[config.mk]
export PLATFORM = sky130hd
export DESIGN_NAME = eci_indicator
export DESIGN_NICKNAME = d
export VERILOG_FILES = /design/src/core/eci_pkg.sv /design/src/core/eci_indicator.sv /design/src/core/eci_divider.sv
export SDC_FILE = /design/constraint.sdc
export NUM_CORES = 1
export LEC_CHECK = 0
export ABC_AREA = 1
export BUFFER_PORTS_ARGS = -buffer_cell sky130_fd_sc_hd__clkbuf_2
export CAP_MARGIN = 20
export CORE_ASPECT_RATIO = 0.7
export CORE_MARGIN = 2
export CORE_UTILIZATION = 61
export CTS_CLUSTER_SIZE = 20
export DETAILED_ROUTE_END_ITERATION = 7
export PLACE_DENSITY_LB_ADDON = 0.3
export SETUP_SLACK_MARGIN = 0.5
export SLEW_MARGIN = 20
export SYNTH_ARGS = -nofsm -noshare
export SYNTH_HDL_FRONTEND = slang
export SYNTH_SLANG_ARGS = --single-unit
[constraint.sdc]
create_clock -name sys_clk -period 3.9 [get_ports sys_clk]
set_input_delay 0.78 -clock sys_clk [delete_from_list [all_inputs] [get_ports sys_clk]]
set_output_delay 0.78 -clock sys_clk [all_outputs]
set_load 0.01 [all_outputs]
[src/core/eci_pkg.sv]
// Purpose: constants shared by the error code indicator
// Assumes: 40 MHz system clock
// Notes: times kept in their own units, cycle counts derived
package eci_pkg;
	localparam int unsigned CLK_HZ = 40000000;
	localparam int unsigned CODE_W = 4;
	// flash periods in milliseconds
	localparam int unsigned SYS_FLASH_MS = 1000;
	localparam int unsigned USR_FLASH_MS = 2000;
	// warning hold time in seconds
	localparam int unsigned WARN_HOLD_S = 60;
	// tick of 1 ms drives all slow timing
	localparam int unsigned TICK_US = 1000;
	localparam int unsigned TICK_CYC = CLK_HZ / 1000000 * TICK_US;
	localparam int unsigned SYS_HALF_TICKS = SYS_FLASH_MS / 2;
	localparam int unsigned USR_HALF_TICKS = USR_FLASH_MS / 2;
	localparam int unsigned WARN_HOLD_TICKS = WARN_HOLD_S * 1000;
	localparam int unsigned TIME_W = 20;
	localparam logic [3:0] SERIOUS_MIN = 4'h1;
	localparam logic [3:0] SERIOUS_MAX = 4'h5;
	localparam logic [3:0] CODE_NONE = 4'h0;
	// serious codes
	localparam logic [3:0] ERR_HW_FAULT = 4'h1;
	localparam logic [3:0] ERR_NVMEM = 4'h2;
	localparam logic [3:0] ERR_INT_MEM = 4'h3;
	localparam logic [3:0] ERR_FIELDBUS_HW = 4'h4;
	localparam logic [3:0] ERR_SCRIPT = 4'h5;
	// warning codes
	localparam logic [3:0] ERR_TX_OVF = 4'h7;
	localparam logic [3:0] ERR_RX_OVF = 4'h8;
	localparam logic [3:0] ERR_RS_TIMEOUT = 4'h9;
	localparam logic [3:0] ERR_FIELDBUS_GEN = 4'ha;
	localparam logic [3:0] ERR_PARITY = 4'hb;
	localparam logic [3:0] ERR_FB_CONFIG = 4'hd;
	localparam logic [3:0] ERR_FB_BUF_OVF = 4'he;
	localparam int unsigned NUM_SRC = 12;
	typedef enum logic [2:0] {
		ECI_IDLE = 3'b001,
		ECI_WARN = 3'b010,
		ECI_SERIOUS = 3'b100
	} eci_state_t;
endpackage : eci_pkg

[src/core/eci_indicator.sv]
// Purpose: error code indicator for a fieldbus gateway
// Assumes: event inputs synchronous to sys_clk, one-cycle pulses
// Notes: serious code held until reset (power cycle)
//
// Summary of operation
// - on any error, status indicator red and code shown on four outputs
// - system errors flash the code pattern at one hertz
// - code shown in binary on outputs weighted 8, 4, 2, 1
// - codes 1 to 5 latch until power is cycled
// - system warning codes shown one minute then cleared automatically
// - serious codes: hardware, nonvolatile memory, memory, fieldbus, script
// - warnings 7,8,9,10,11,13,14; codes 0,6,12,15 reserved
// - user errors flash at half a hertz
// - user warning codes (not 1 to 5) shown for the programmed warning hold time
// - in configuration mode outputs other than error_active carry no error meaning
// - script logic may drive the indicators directly
`timescale 1ns/1ps
module eci_indicator import eci_pkg::*; #(
	parameter int unsigned TICK_DIV = TICK_CYC,
	parameter int unsigned SYS_HALF = SYS_HALF_TICKS,
	parameter int unsigned USR_HALF = USR_HALF_TICKS,
	parameter int unsigned HOLD_TICKS = WARN_HOLD_TICKS
) (
	input wire logic sys_clk,
	input wire logic rst_n,
	input wire logic ev_hw_fault,
	input wire logic ev_nonvolatile_memory,
	input wire logic ev_int_memory,
	input wire logic ev_fieldbus_hw,
	input wire logic ev_script,
	input wire logic ev_tx_overflow,
	input wire logic ev_rx_overflow,
	input wire logic ev_rs_timeout,
	input wire logic ev_fieldbus_general,
	input wire logic ev_parity_frame,
	input wire logic ev_fieldbus_config,
	input wire logic ev_fieldbus_buf_overflow,
	input wire logic user_err_valid,
	input wire logic [3:0] user_err_code,
	input wire logic [TIME_W-1:0] user_hold_ticks,
	input wire logic config_mode,
	input wire logic [3:0] cfg_internal_pattern,
	input wire logic script_override,
	input wire logic [3:0] script_pattern,
	input wire logic script_state_red,
	input wire logic script_state_green,
	output logic state_red,
	output logic state_green,
	output logic error_weight_eight_output,
	output logic error_weight_four_output,
	output logic error_weight_two_output,
	output logic error_weight_one_output,
	output logic error_active
);
	// elaboration checks on the timing parameters
	if (SYS_HALF < 1 || USR_HALF < 1 || HOLD_TICKS < 1) begin : g_bad_time
		$error("timing counts must be at least one");
	end
	if (HOLD_TICKS >= (1 << TIME_W)) begin : g_bad_hold
		$error("hold count too wide");
	end
	if (SYS_HALF > (1 << TIME_W) ||
		USR_HALF > (1 << TIME_W)) begin : g_bad_half
		$error("flash half period too wide");
	end

	logic tick;
	eci_state_t state_r;
	logic [3:0] code_r;
	logic user_r;
	logic [TIME_W-1:0] hold_r;
	logic [TIME_W-1:0] flash_r;
	logic phase_r;
	logic [3:0] sys_code;
	logic sys_ev;
	logic [NUM_SRC-1:0] ev_vec;
	logic [3:0] src_code [NUM_SRC];
	logic serious_ev;
	logic [3:0] serious_code;

	eci_divider #(
		.DIV(TICK_DIV)
	) u_div (
		.sys_clk(sys_clk),
		.rst_n(rst_n),
		.tick(tick)
	);

	assign src_code[0] = ERR_HW_FAULT;
	assign src_code[1] = ERR_NVMEM;
	assign src_code[2] = ERR_INT_MEM;
	assign src_code[3] = ERR_FIELDBUS_HW;
	assign src_code[4] = ERR_SCRIPT;
	assign src_code[5] = ERR_TX_OVF;
	assign src_code[6] = ERR_RX_OVF;
	assign src_code[7] = ERR_RS_TIMEOUT;
	assign src_code[8] = ERR_FIELDBUS_GEN;
	assign src_code[9] = ERR_PARITY;
	assign src_code[10] = ERR_FB_CONFIG;
	assign src_code[11] = ERR_FB_BUF_OVF;

	assign ev_vec = {ev_fieldbus_buf_overflow, ev_fieldbus_config,
		ev_parity_frame, ev_fieldbus_general, ev_rs_timeout,
		ev_rx_overflow, ev_tx_overflow, ev_script, ev_fieldbus_hw,
		ev_int_memory, ev_nonvolatile_memory, ev_hw_fault};

	// lowest index wins: serious sources have priority
	always_comb begin
		sys_ev = 1'b0;
		sys_code = CODE_NONE;
		for (int i = int'(NUM_SRC) - 1; i >= 0; i--) begin
			if (ev_vec[i]) begin
				sys_ev = 1'b1;
				sys_code = src_code[i];
			end
		end
	end

	// serious range check, also for user codes
	always_comb begin
		serious_ev = 1'b0;
		serious_code = CODE_NONE;
		if (sys_ev && sys_code >= SERIOUS_MIN && sys_code <= SERIOUS_MAX) begin
			serious_ev = 1'b1;
			serious_code = sys_code;
		end else if (user_err_valid && user_err_code >= SERIOUS_MIN &&
			user_err_code <= SERIOUS_MAX) begin
			serious_ev = 1'b1;
			serious_code = user_err_code;
		end
	end

	// state and latched code
	always_ff @(posedge sys_clk or negedge rst_n) begin
		if (!rst_n) begin
			state_r <= ECI_IDLE;
			code_r <= CODE_NONE;
			user_r <= 1'b0;
		end else begin
			unique case (state_r)
				ECI_IDLE, ECI_WARN: begin
					if (serious_ev) begin
						state_r <= ECI_SERIOUS;
						code_r <= serious_code;
						// user serious code beside a system warning
						user_r <= !sys_ev || (sys_code != serious_code);
					end else if (sys_ev) begin
						state_r <= ECI_WARN;
						code_r <= sys_code;
						user_r <= 1'b0;
					end else if (user_err_valid) begin
						state_r <= ECI_WARN;
						code_r <= user_err_code;
						user_r <= 1'b1;
					end else if (state_r == ECI_WARN && tick &&
						hold_r == '0) begin
						state_r <= ECI_IDLE;
						code_r <= CODE_NONE;
						user_r <= 1'b0;
					end
				end
				ECI_SERIOUS: begin
					state_r <= ECI_SERIOUS;
				end
				default: begin
					state_r <= ECI_IDLE;
					code_r <= CODE_NONE;
					user_r <= 1'b0;
				end
			endcase
		end
	end

	// warning hold countdown in ticks
	always_ff @(posedge sys_clk or negedge rst_n) begin
		if (!rst_n) begin
			hold_r <= '0;
		end else if (state_r != ECI_SERIOUS && !serious_ev &&
			sys_ev) begin
			hold_r <= TIME_W'(HOLD_TICKS - 1);
		end else if (state_r != ECI_SERIOUS && !serious_ev &&
			user_err_valid) begin
			hold_r <= (user_hold_ticks == '0) ? '0 : user_hold_ticks - 1'b1;
		end else if (tick && hold_r != '0) begin
			hold_r <= hold_r - 1'b1;
		end
	end

	// flash phase generator
	always_ff @(posedge sys_clk or negedge rst_n) begin
		if (!rst_n) begin
			flash_r <= '0;
			phase_r <= 1'b0;
		end else if (state_r == ECI_IDLE) begin
			flash_r <= '0;
			phase_r <= 1'b1;
		end else if (tick) begin
			if (flash_r >= TIME_W'((user_r ? USR_HALF : SYS_HALF) - 1)) begin
				flash_r <= '0;
				phase_r <= !phase_r;
			end else begin
				flash_r <= flash_r + 1'b1;
			end
		end
	end

	// output selection
	always_ff @(posedge sys_clk or negedge rst_n) begin
		if (!rst_n) begin
			state_red <= 1'b0;
			state_green <= 1'b0;
			{error_weight_eight_output, error_weight_four_output,
				error_weight_two_output, error_weight_one_output} <= 4'h0;
			error_active <= 1'b0;
		end else begin
			error_active <= (state_r != ECI_IDLE);
			if (config_mode) begin
				state_red <= 1'b0;
				state_green <= 1'b0;
				{error_weight_eight_output, error_weight_four_output,
					error_weight_two_output,
					error_weight_one_output} <= cfg_internal_pattern;
			end else if (state_r != ECI_IDLE) begin
				state_red <= 1'b1;
				state_green <= 1'b0;
				{error_weight_eight_output, error_weight_four_output,
					error_weight_two_output,
					error_weight_one_output} <= phase_r ? code_r : 4'h0;
			end else if (script_override) begin
				state_red <= script_state_red;
				state_green <= script_state_green;
				{error_weight_eight_output, error_weight_four_output,
					error_weight_two_output,
					error_weight_one_output} <= script_pattern;
			end else begin
				state_red <= 1'b0;
				state_green <= 1'b0;
				{error_weight_eight_output, error_weight_four_output,
					error_weight_two_output,
					error_weight_one_output} <= 4'h0;
			end
		end
	end
endmodule : eci_indicator

[src/core/eci_divider.sv]
// Purpose: one-cycle enable pulse every TICK_CYC clocks
// Assumes: single clock domain
// Notes: all slow timing of the indicator counts these pulses
`timescale 1ns/1ps
module eci_divider import eci_pkg::*; #(
	parameter int unsigned DIV = TICK_CYC
) (
	input wire logic sys_clk,
	input wire logic rst_n,
	output logic tick
);
	localparam int unsigned CW = $clog2(DIV + 1);
	logic [CW-1:0] cnt_r;

	if (DIV < 1) begin : g_bad_div
		$error("divider must be at least one");
	end

	always_ff @(posedge sys_clk or negedge rst_n) begin
		if (!rst_n) begin
			cnt_r <= '0;
			tick <= 1'b0;
		end else if (cnt_r == CW'(DIV - 1)) begin
			cnt_r <= '0;
			tick <= 1'b1;
		end else begin
			cnt_r <= cnt_r + 1'b1;
			tick <= 1'b0;
		end
	end
endmodule : eci_divider

# After elaboration in Yosys (flattened, before gate mapping)
# Index checks and enable logic that the tools add are counted.
# W data, S select, Z words.
[word_totals]
reg_bits = 73
out_inout_bits = 7
word_cells = 132
[op_classes]
addsub = 5
order_cmp = 5
n_eq_ne = 8
muxes = 75
n_bitwise = 1
reduce_logical = 23
[ops]
columns = ["operator", "count"]
rows = [
  ["$mux W20", 7],
  ["$mux W4", 19],
  ["$logic_not A20 Y1", 2],
  ["$mux W1", 40],
  ["$sub A20 B1 Y20 const B", 2],
  ["$add A20 B1 Y20 const B", 1],
  ["$ge A20 B20 Y1", 1],
  ["$reduce_bool A20 Y1", 1],
  ["$add A16 B1 Y16 const B", 1],
  ["$eq A16 B16 Y1 const B", 1],
  ["$mux W16", 1],
  ["$mux W3", 4],
  ["$sub A10 B1 Y11 const B", 1],
  ["$logic_and A1 B1 Y1", 10],
  ["$mux W10", 1],
  ["$ge A4 B1 Y1 const B", 2],
  ["$le A4 B3 Y1 const B", 2],
  ["$pmux W4 S2", 1],
  ["$pmux W3 S2", 1],
  ["$ne A5 B5 Y1 const B", 1],
  ["$ne A4 B4 Y1", 1],
  ["$reduce_and A2 Y1", 2],
  ["$reduce_bool A2 Y1", 2],
  ["$eq A3 B1 Y1 const B", 1],
  ["other kinds (10)", 12],
]

# Depth between registers and ports, before layout
[logic_depth]
depth_word = 21
mapped_depth = 13

# By module
# Synthesis repeated with hierarchy kept, for this count alone.
[unflattened]
hier_cells = 738
area_unflattened_um2 = 4984.8
[modules_own_cells]
columns = ["mod", "n_inst", "cells_per_inst", "area_per_inst_um2", "seq_area_each_um2"]
rows = [
  ["eci_indicator", 1, 612, 4016.4, 1402.6],
  ["eci_divider", 1, 126, 968.4, 425.4],
]

# Least setup slack after synthesis
# Ideal clock, no wire load.
[synth_path]
path_kind = "in2reg"
startpoint = "input user_hold_ticks[0]"
endpoint = "register hold_r[12]"
setup_time_ps = 117
arrival_time_ps = 1833
required_ps = 3783
slack_ps = 1950
cell_stages = 11
n_path_buf = 0
path_cell_list = "inv_1 -> ha_1 -> nand2_1 -> nor2_2 -> nand2_1 -> inv_1 -> nand3_1 -> nand2_1 -> o21ai_0 -> nand3_1 -> nand2_1"
[synth_between]
elab_chain_len = 4
elab_cells_between_ends = 5
[synth_rtl]
columns = ["item", "line_no", "source"]
rows = [
  ["from (decl)", "eci_indicator.sv:40", "input wire logic [TIME_W-1:0] user_hold_ticks,"],
  ["$sub A20 B1 Y20 or $logic_not A20 Y1 (tied branches)", "eci_indicator.sv:183", "hold_r <= (user_hold_ticks == '0) ? '0 : user_hold_ticks - 1'b1;"],
  ["$mux W20 (*)", "eci_indicator.sv:183", ""],
  ["$mux W20 (*)", "eci_indicator.sv:181", "end else if (state_r != ECI_SERIOUS && !serious_ev &&"],
  ["$mux W20 (*)", "eci_indicator.sv:178", "end else if (state_r != ECI_SERIOUS && !serious_ev &&"],
  ["to (signal assigned)", "eci_indicator.sv:180", "hold_r <= TIME_W'(HOLD_TICKS - 1);"],
  ["to (signal assigned)", "eci_indicator.sv:183", ""],
  ["to (signal assigned)", "eci_indicator.sv:185", "hold_r <= hold_r - 1'b1;"],
  ["to (decl)", "eci_indicator.sv:71", "logic [TIME_W-1:0] hold_r;"],
]
# Mark *: on every way between the ends. The rest lies on a longest branch, timed or not.
# A chain may end at the register's enable or synchronous reset.

# Worst setup path in the final report
[layout_path]
startpoint = "input ev_script"
endpoint = "register hold_r[15]"
[layout_between]
elab_chain_len = 14
elab_cells_between_ends = 22
[layout_rtl]
columns = ["item", "line_no", "source"]
rows = [
  ["from (decl)", "eci_indicator.sv:30", "input wire logic ev_script,"],
  ["$mux W4 (5 in a row)", "eci_indicator.sv:112", "if (ev_vec[i]) begin"],
  ["$ge A4 B1 Y1", "eci_indicator.sv:123", "if (sys_ev && sys_code >= SERIOUS_MIN && sys_code <= SERIOUS_MAX) begin"],
  ["$logic_and A1 B1 Y1 (2 in a row)", "eci_indicator.sv:123", ""],
  ["$mux W1", "eci_indicator.sv:123", ""],
  ["$logic_not A1 Y1", "eci_indicator.sv:178, eci_indicator.sv:181", ""],
  ["$logic_and A1 B1 Y1", "eci_indicator.sv:178, eci_indicator.sv:181", ""],
  ["$logic_and A1 B1 Y1", "eci_indicator.sv:181", ""],
  ["$mux W20", "eci_indicator.sv:181", ""],
  ["$mux W20", "eci_indicator.sv:178", ""],
]
# Several ways; a longest one is shown, not always the timed one.

==> summary.txt <==
Global route
  • Largest net degree at the start of global routing: 51
  • GRT Total Usage: 0.304
  • Number of global-route vias before repair: 4,472
  • Initial antenna violation count: 0
  • Global-route wire length before repair: 21.2 mm
  • Global route total overflow: 0

Die
  • I/O Pins: slightly below 60
  • Starting density of the core: 0.625
  • FP Rows: 27
  • Core Area: 0.00780 mm²
  • Die H: 78.8 µm
  • Die width: 111 µm
  • Area of the die: 0.00874 mm²

Yosys
  • Unique masters post-synth: 38
  • Area share of the largest cell type after synthesis: 0.369
  • Ranking of synthesized cells by area: dfrtp_1 (37%), nand2_1 (14%), nor2_1 (9.3%)
  • Seq cells post-synth: between 70 and 80
  • Largest area contributor in the netlist: dfrtp_1
  • Warnings, synthesis: 0
  • Syn Nets: about 770
  • Post-Syn Instances: 710
  • Post-synthesis sequential area ratio: 0.375
  • Syn Std Cell Area: around 0.005 mm²
  • Mapped Avg Cell Area: slightly below 7 µm²

Final layout
  • Fraction of layout cells with a size suffix above 1: 0.139
  • Area Growth Syn to Fin: 13.5%
  • Final antenna diode count: 0
  • Final #Nets: between 800 and 900
  • Commonest non-fill, non-tap cells in the layout: nand2_1 (181), nor2_1 (121), inv_1 (87)
  • Commonest non-fill, non-tap cell in the layout: nand2_1

Status
  • Status: finished clean

Critical path
  • CP max-delay cell: nand3_4
  • Critical Path Most Common Cell: nand2_1
  • Cell Chain, Critical Path: clkbuf_2, nor2_2, nand3_1, clkinv_2, nand4_4, nand3_4, inv_2, nand2_1, nand2_1
  • CP peak stage delay: 0.37 ns
  • Reg2Reg Setup Slack: approximately 1.8 ns
  • Setup crit start kind: primary input
  • Worst Path Required: a little over 4 ns
  • CP max FO: 25
  • FF-to-FF End: hold_r[15]$_DFFE_PN0P_
  • Worst Reg-to-Reg Cells: 12
  • CP arrival: 2.39 ns
  • Crit end category: flip-flop
  • R2R Path Start: hold_r[0]$_DFFE_PN0P_
  • Crit Path Class: primary input to flip-flop

Timing
  • Crit path time final: 2.17 ns
  • Final slew viol count: 0
  • Relative slew slack: 0.387
  • Part of the cycle the worst path needs: 0.556
  • Setup violators final: 0
  • Final Hold Viols: 0
  • RSZ-0062 raised after global routing: no
  • Max frequency: approximately 0.46 GHz
  • Least-Margin Pin Slew: just over 0.9 ns
  • Clock Skew: 0.00575 ns
  • WHS: ~0.45 ns
  • Setup TNS Final: 0 ns

Clock network
  • Max clock buf depth: 2
  • Post-CTS setup buffers: 0
  • Resized cells post-CTS: 0
  • H-tree depth: 3
  • Reg clk slew, reported paths: approximately 0.06 ns
  • CTS tree: done
  • Root Driver: clkbuf_16
  • Worst skew pair latency: around 0.34 ns
  • CTS sink count: between 70 and 80
  • # hold bufs at CTS: 0
  • CTS Buf Count: 9

Drt
  • Via density: 5.48
  • DRC errors left: 0
  • Pre-Repair DR Iteration Count: 5
  • Post-Route WL: 12.3 mm
  • 1st-iter DRT viols: 531
  • Vias: 4,813
  • Drt wl/cell: approximately 14 µm
  • Final ANT Viol Nets: 0

Pwr
  • Maximum vdd ir drop: 0.000390 V
  • LEAKAGE: between 2 and 3 nW
  • PD cells: between 400 and 500 mW/mm²

Place
  • Gpl congestion: just over 1
  • Hpwl dp: about 9.6 mm
  • Buffers on Ports: 57

Min path
  • Worst min path class: primary input to asynchronous set/reset pin

Flow run
  • Max-Cap Viols: 0
-- state kept, by name (all words and copies together), names as in the netlist, 3 cells and up --
| signal | count |
|---|---|
| hold_r | 20 |
| flash_r | 20 |
| state_r | 3 |
| u_div.cnt_r | 16 |
| code_r | 4 |
-- layer usage --
layer | up-vias | part of all wire | track usage | wire, µm
met2 | 180 | 0.42 | 0.447 | 5140
met4 | 0 | 0.0067 | 0.0738 | 82
met1 | 2227 | 0.49 | 0.436 | 6000
met3 | 9 | 0.089 | 0.101 | 1090
li1 | 2397 | - | - | -
met5 | - | 0 | 0 | 0
-- power breakdown --
part | internal (mW) | total [mW] | switching (mW)
sequential | 0.904 | 1.04 | 0.140
combinational | 0.304 | 0.890 | 0.586
clock | 0.511 | 0.822 | 0.311
-- logic make-up after synthesis --
| group | after synthesis | share of synthesized area |
|---|---|---|
| buffers and inverters | 102 | 0.0862 |
| flip-flops | 73 | 0.375 |
| adder cells (fa/ha/maj) | 8 | 0.0205 |
| AND/OR/NAND/NOR | 432 | 0.393 |
| AO/OA/AOI/OAI | 67 | 0.0752 |
| XOR/XNOR | 28 | 0.0503 |
-- metrics by stage --
step / setup slack [ns] / cells / power, mW / instance area (µm²) / util
2_1_floorplan: 1.95 / 710 / 1.65 / 4880 / -
3_3_place_gp: 1.47 / 863 / 1.88 / 5250 / 0.672
3_5_place_dp: 1.39 / 863 / 1.91 / 5250 / 0.672
4_1_cts: 1.74 / 879 / 2.74 / 5540 / 0.709
5_1_grt: 1.54 / 879 / 2.93 / 5540 / 0.710
6_report: 1.73 / 879 / 2.76 / 5540 / 0.710
-- cells in the mapped netlist, drive strengths merged --
cell    number
a21oi       19
inv         93
nor4         8
buf          7
nand3b       1
nand4       12
clkbuf       1
nor3        11
nor2       132
ha           8
dfstp        1
or2          2
xnor2        8
nand3       75
a21o         1
o21bai       2
a31oi        7
o21a         3
clkinv       1
o21ai       35
xor2        20
nor3b        2
dfrtp       72
and2         2
nand2      187
-- critical path: cells and delay by family --
| family | cells | cell delay, ns |
|---|---|---|
| buffers and inverters | 3 | 0.40 |
| AND/OR/NAND/NOR | 6 | 1.20 |
-- area by class of cell --
type                    count  area, µm²
repair buffers             60        310
well taps                 101        126
clock inverters             3       40.0
multi-input cells         535       2630
fillers                   623       2270
clock buffers              13        250
inverters                  94        354
flip-flops and latches     73       1830
-- worst max-delay path by stage --
| stage | from | endpoint | cells past startpoint |
|---|---|---|---|
| final | ev_script | hold_r[15]$_DFFE_PN0P_ | 9 |
| after global routing | ev_script | hold_r[7]$_DFFE_PN0P_ | 10 |
| after CTS | ev_script | hold_r[5]$_DFFE_PN0P_ | 9 |
| after detailed placement | ev_script | hold_r[5]$_DFFE_PN0P_ | 9 |
| after global placement | ev_script | hold_r[5]$_DFFE_PN0P_ | 9 |
| after floorplan | user_hold_ticks[0] | hold_r[12]$_DFFE_PN0P_ | 11 |
(Power assumes the default switching activity.)
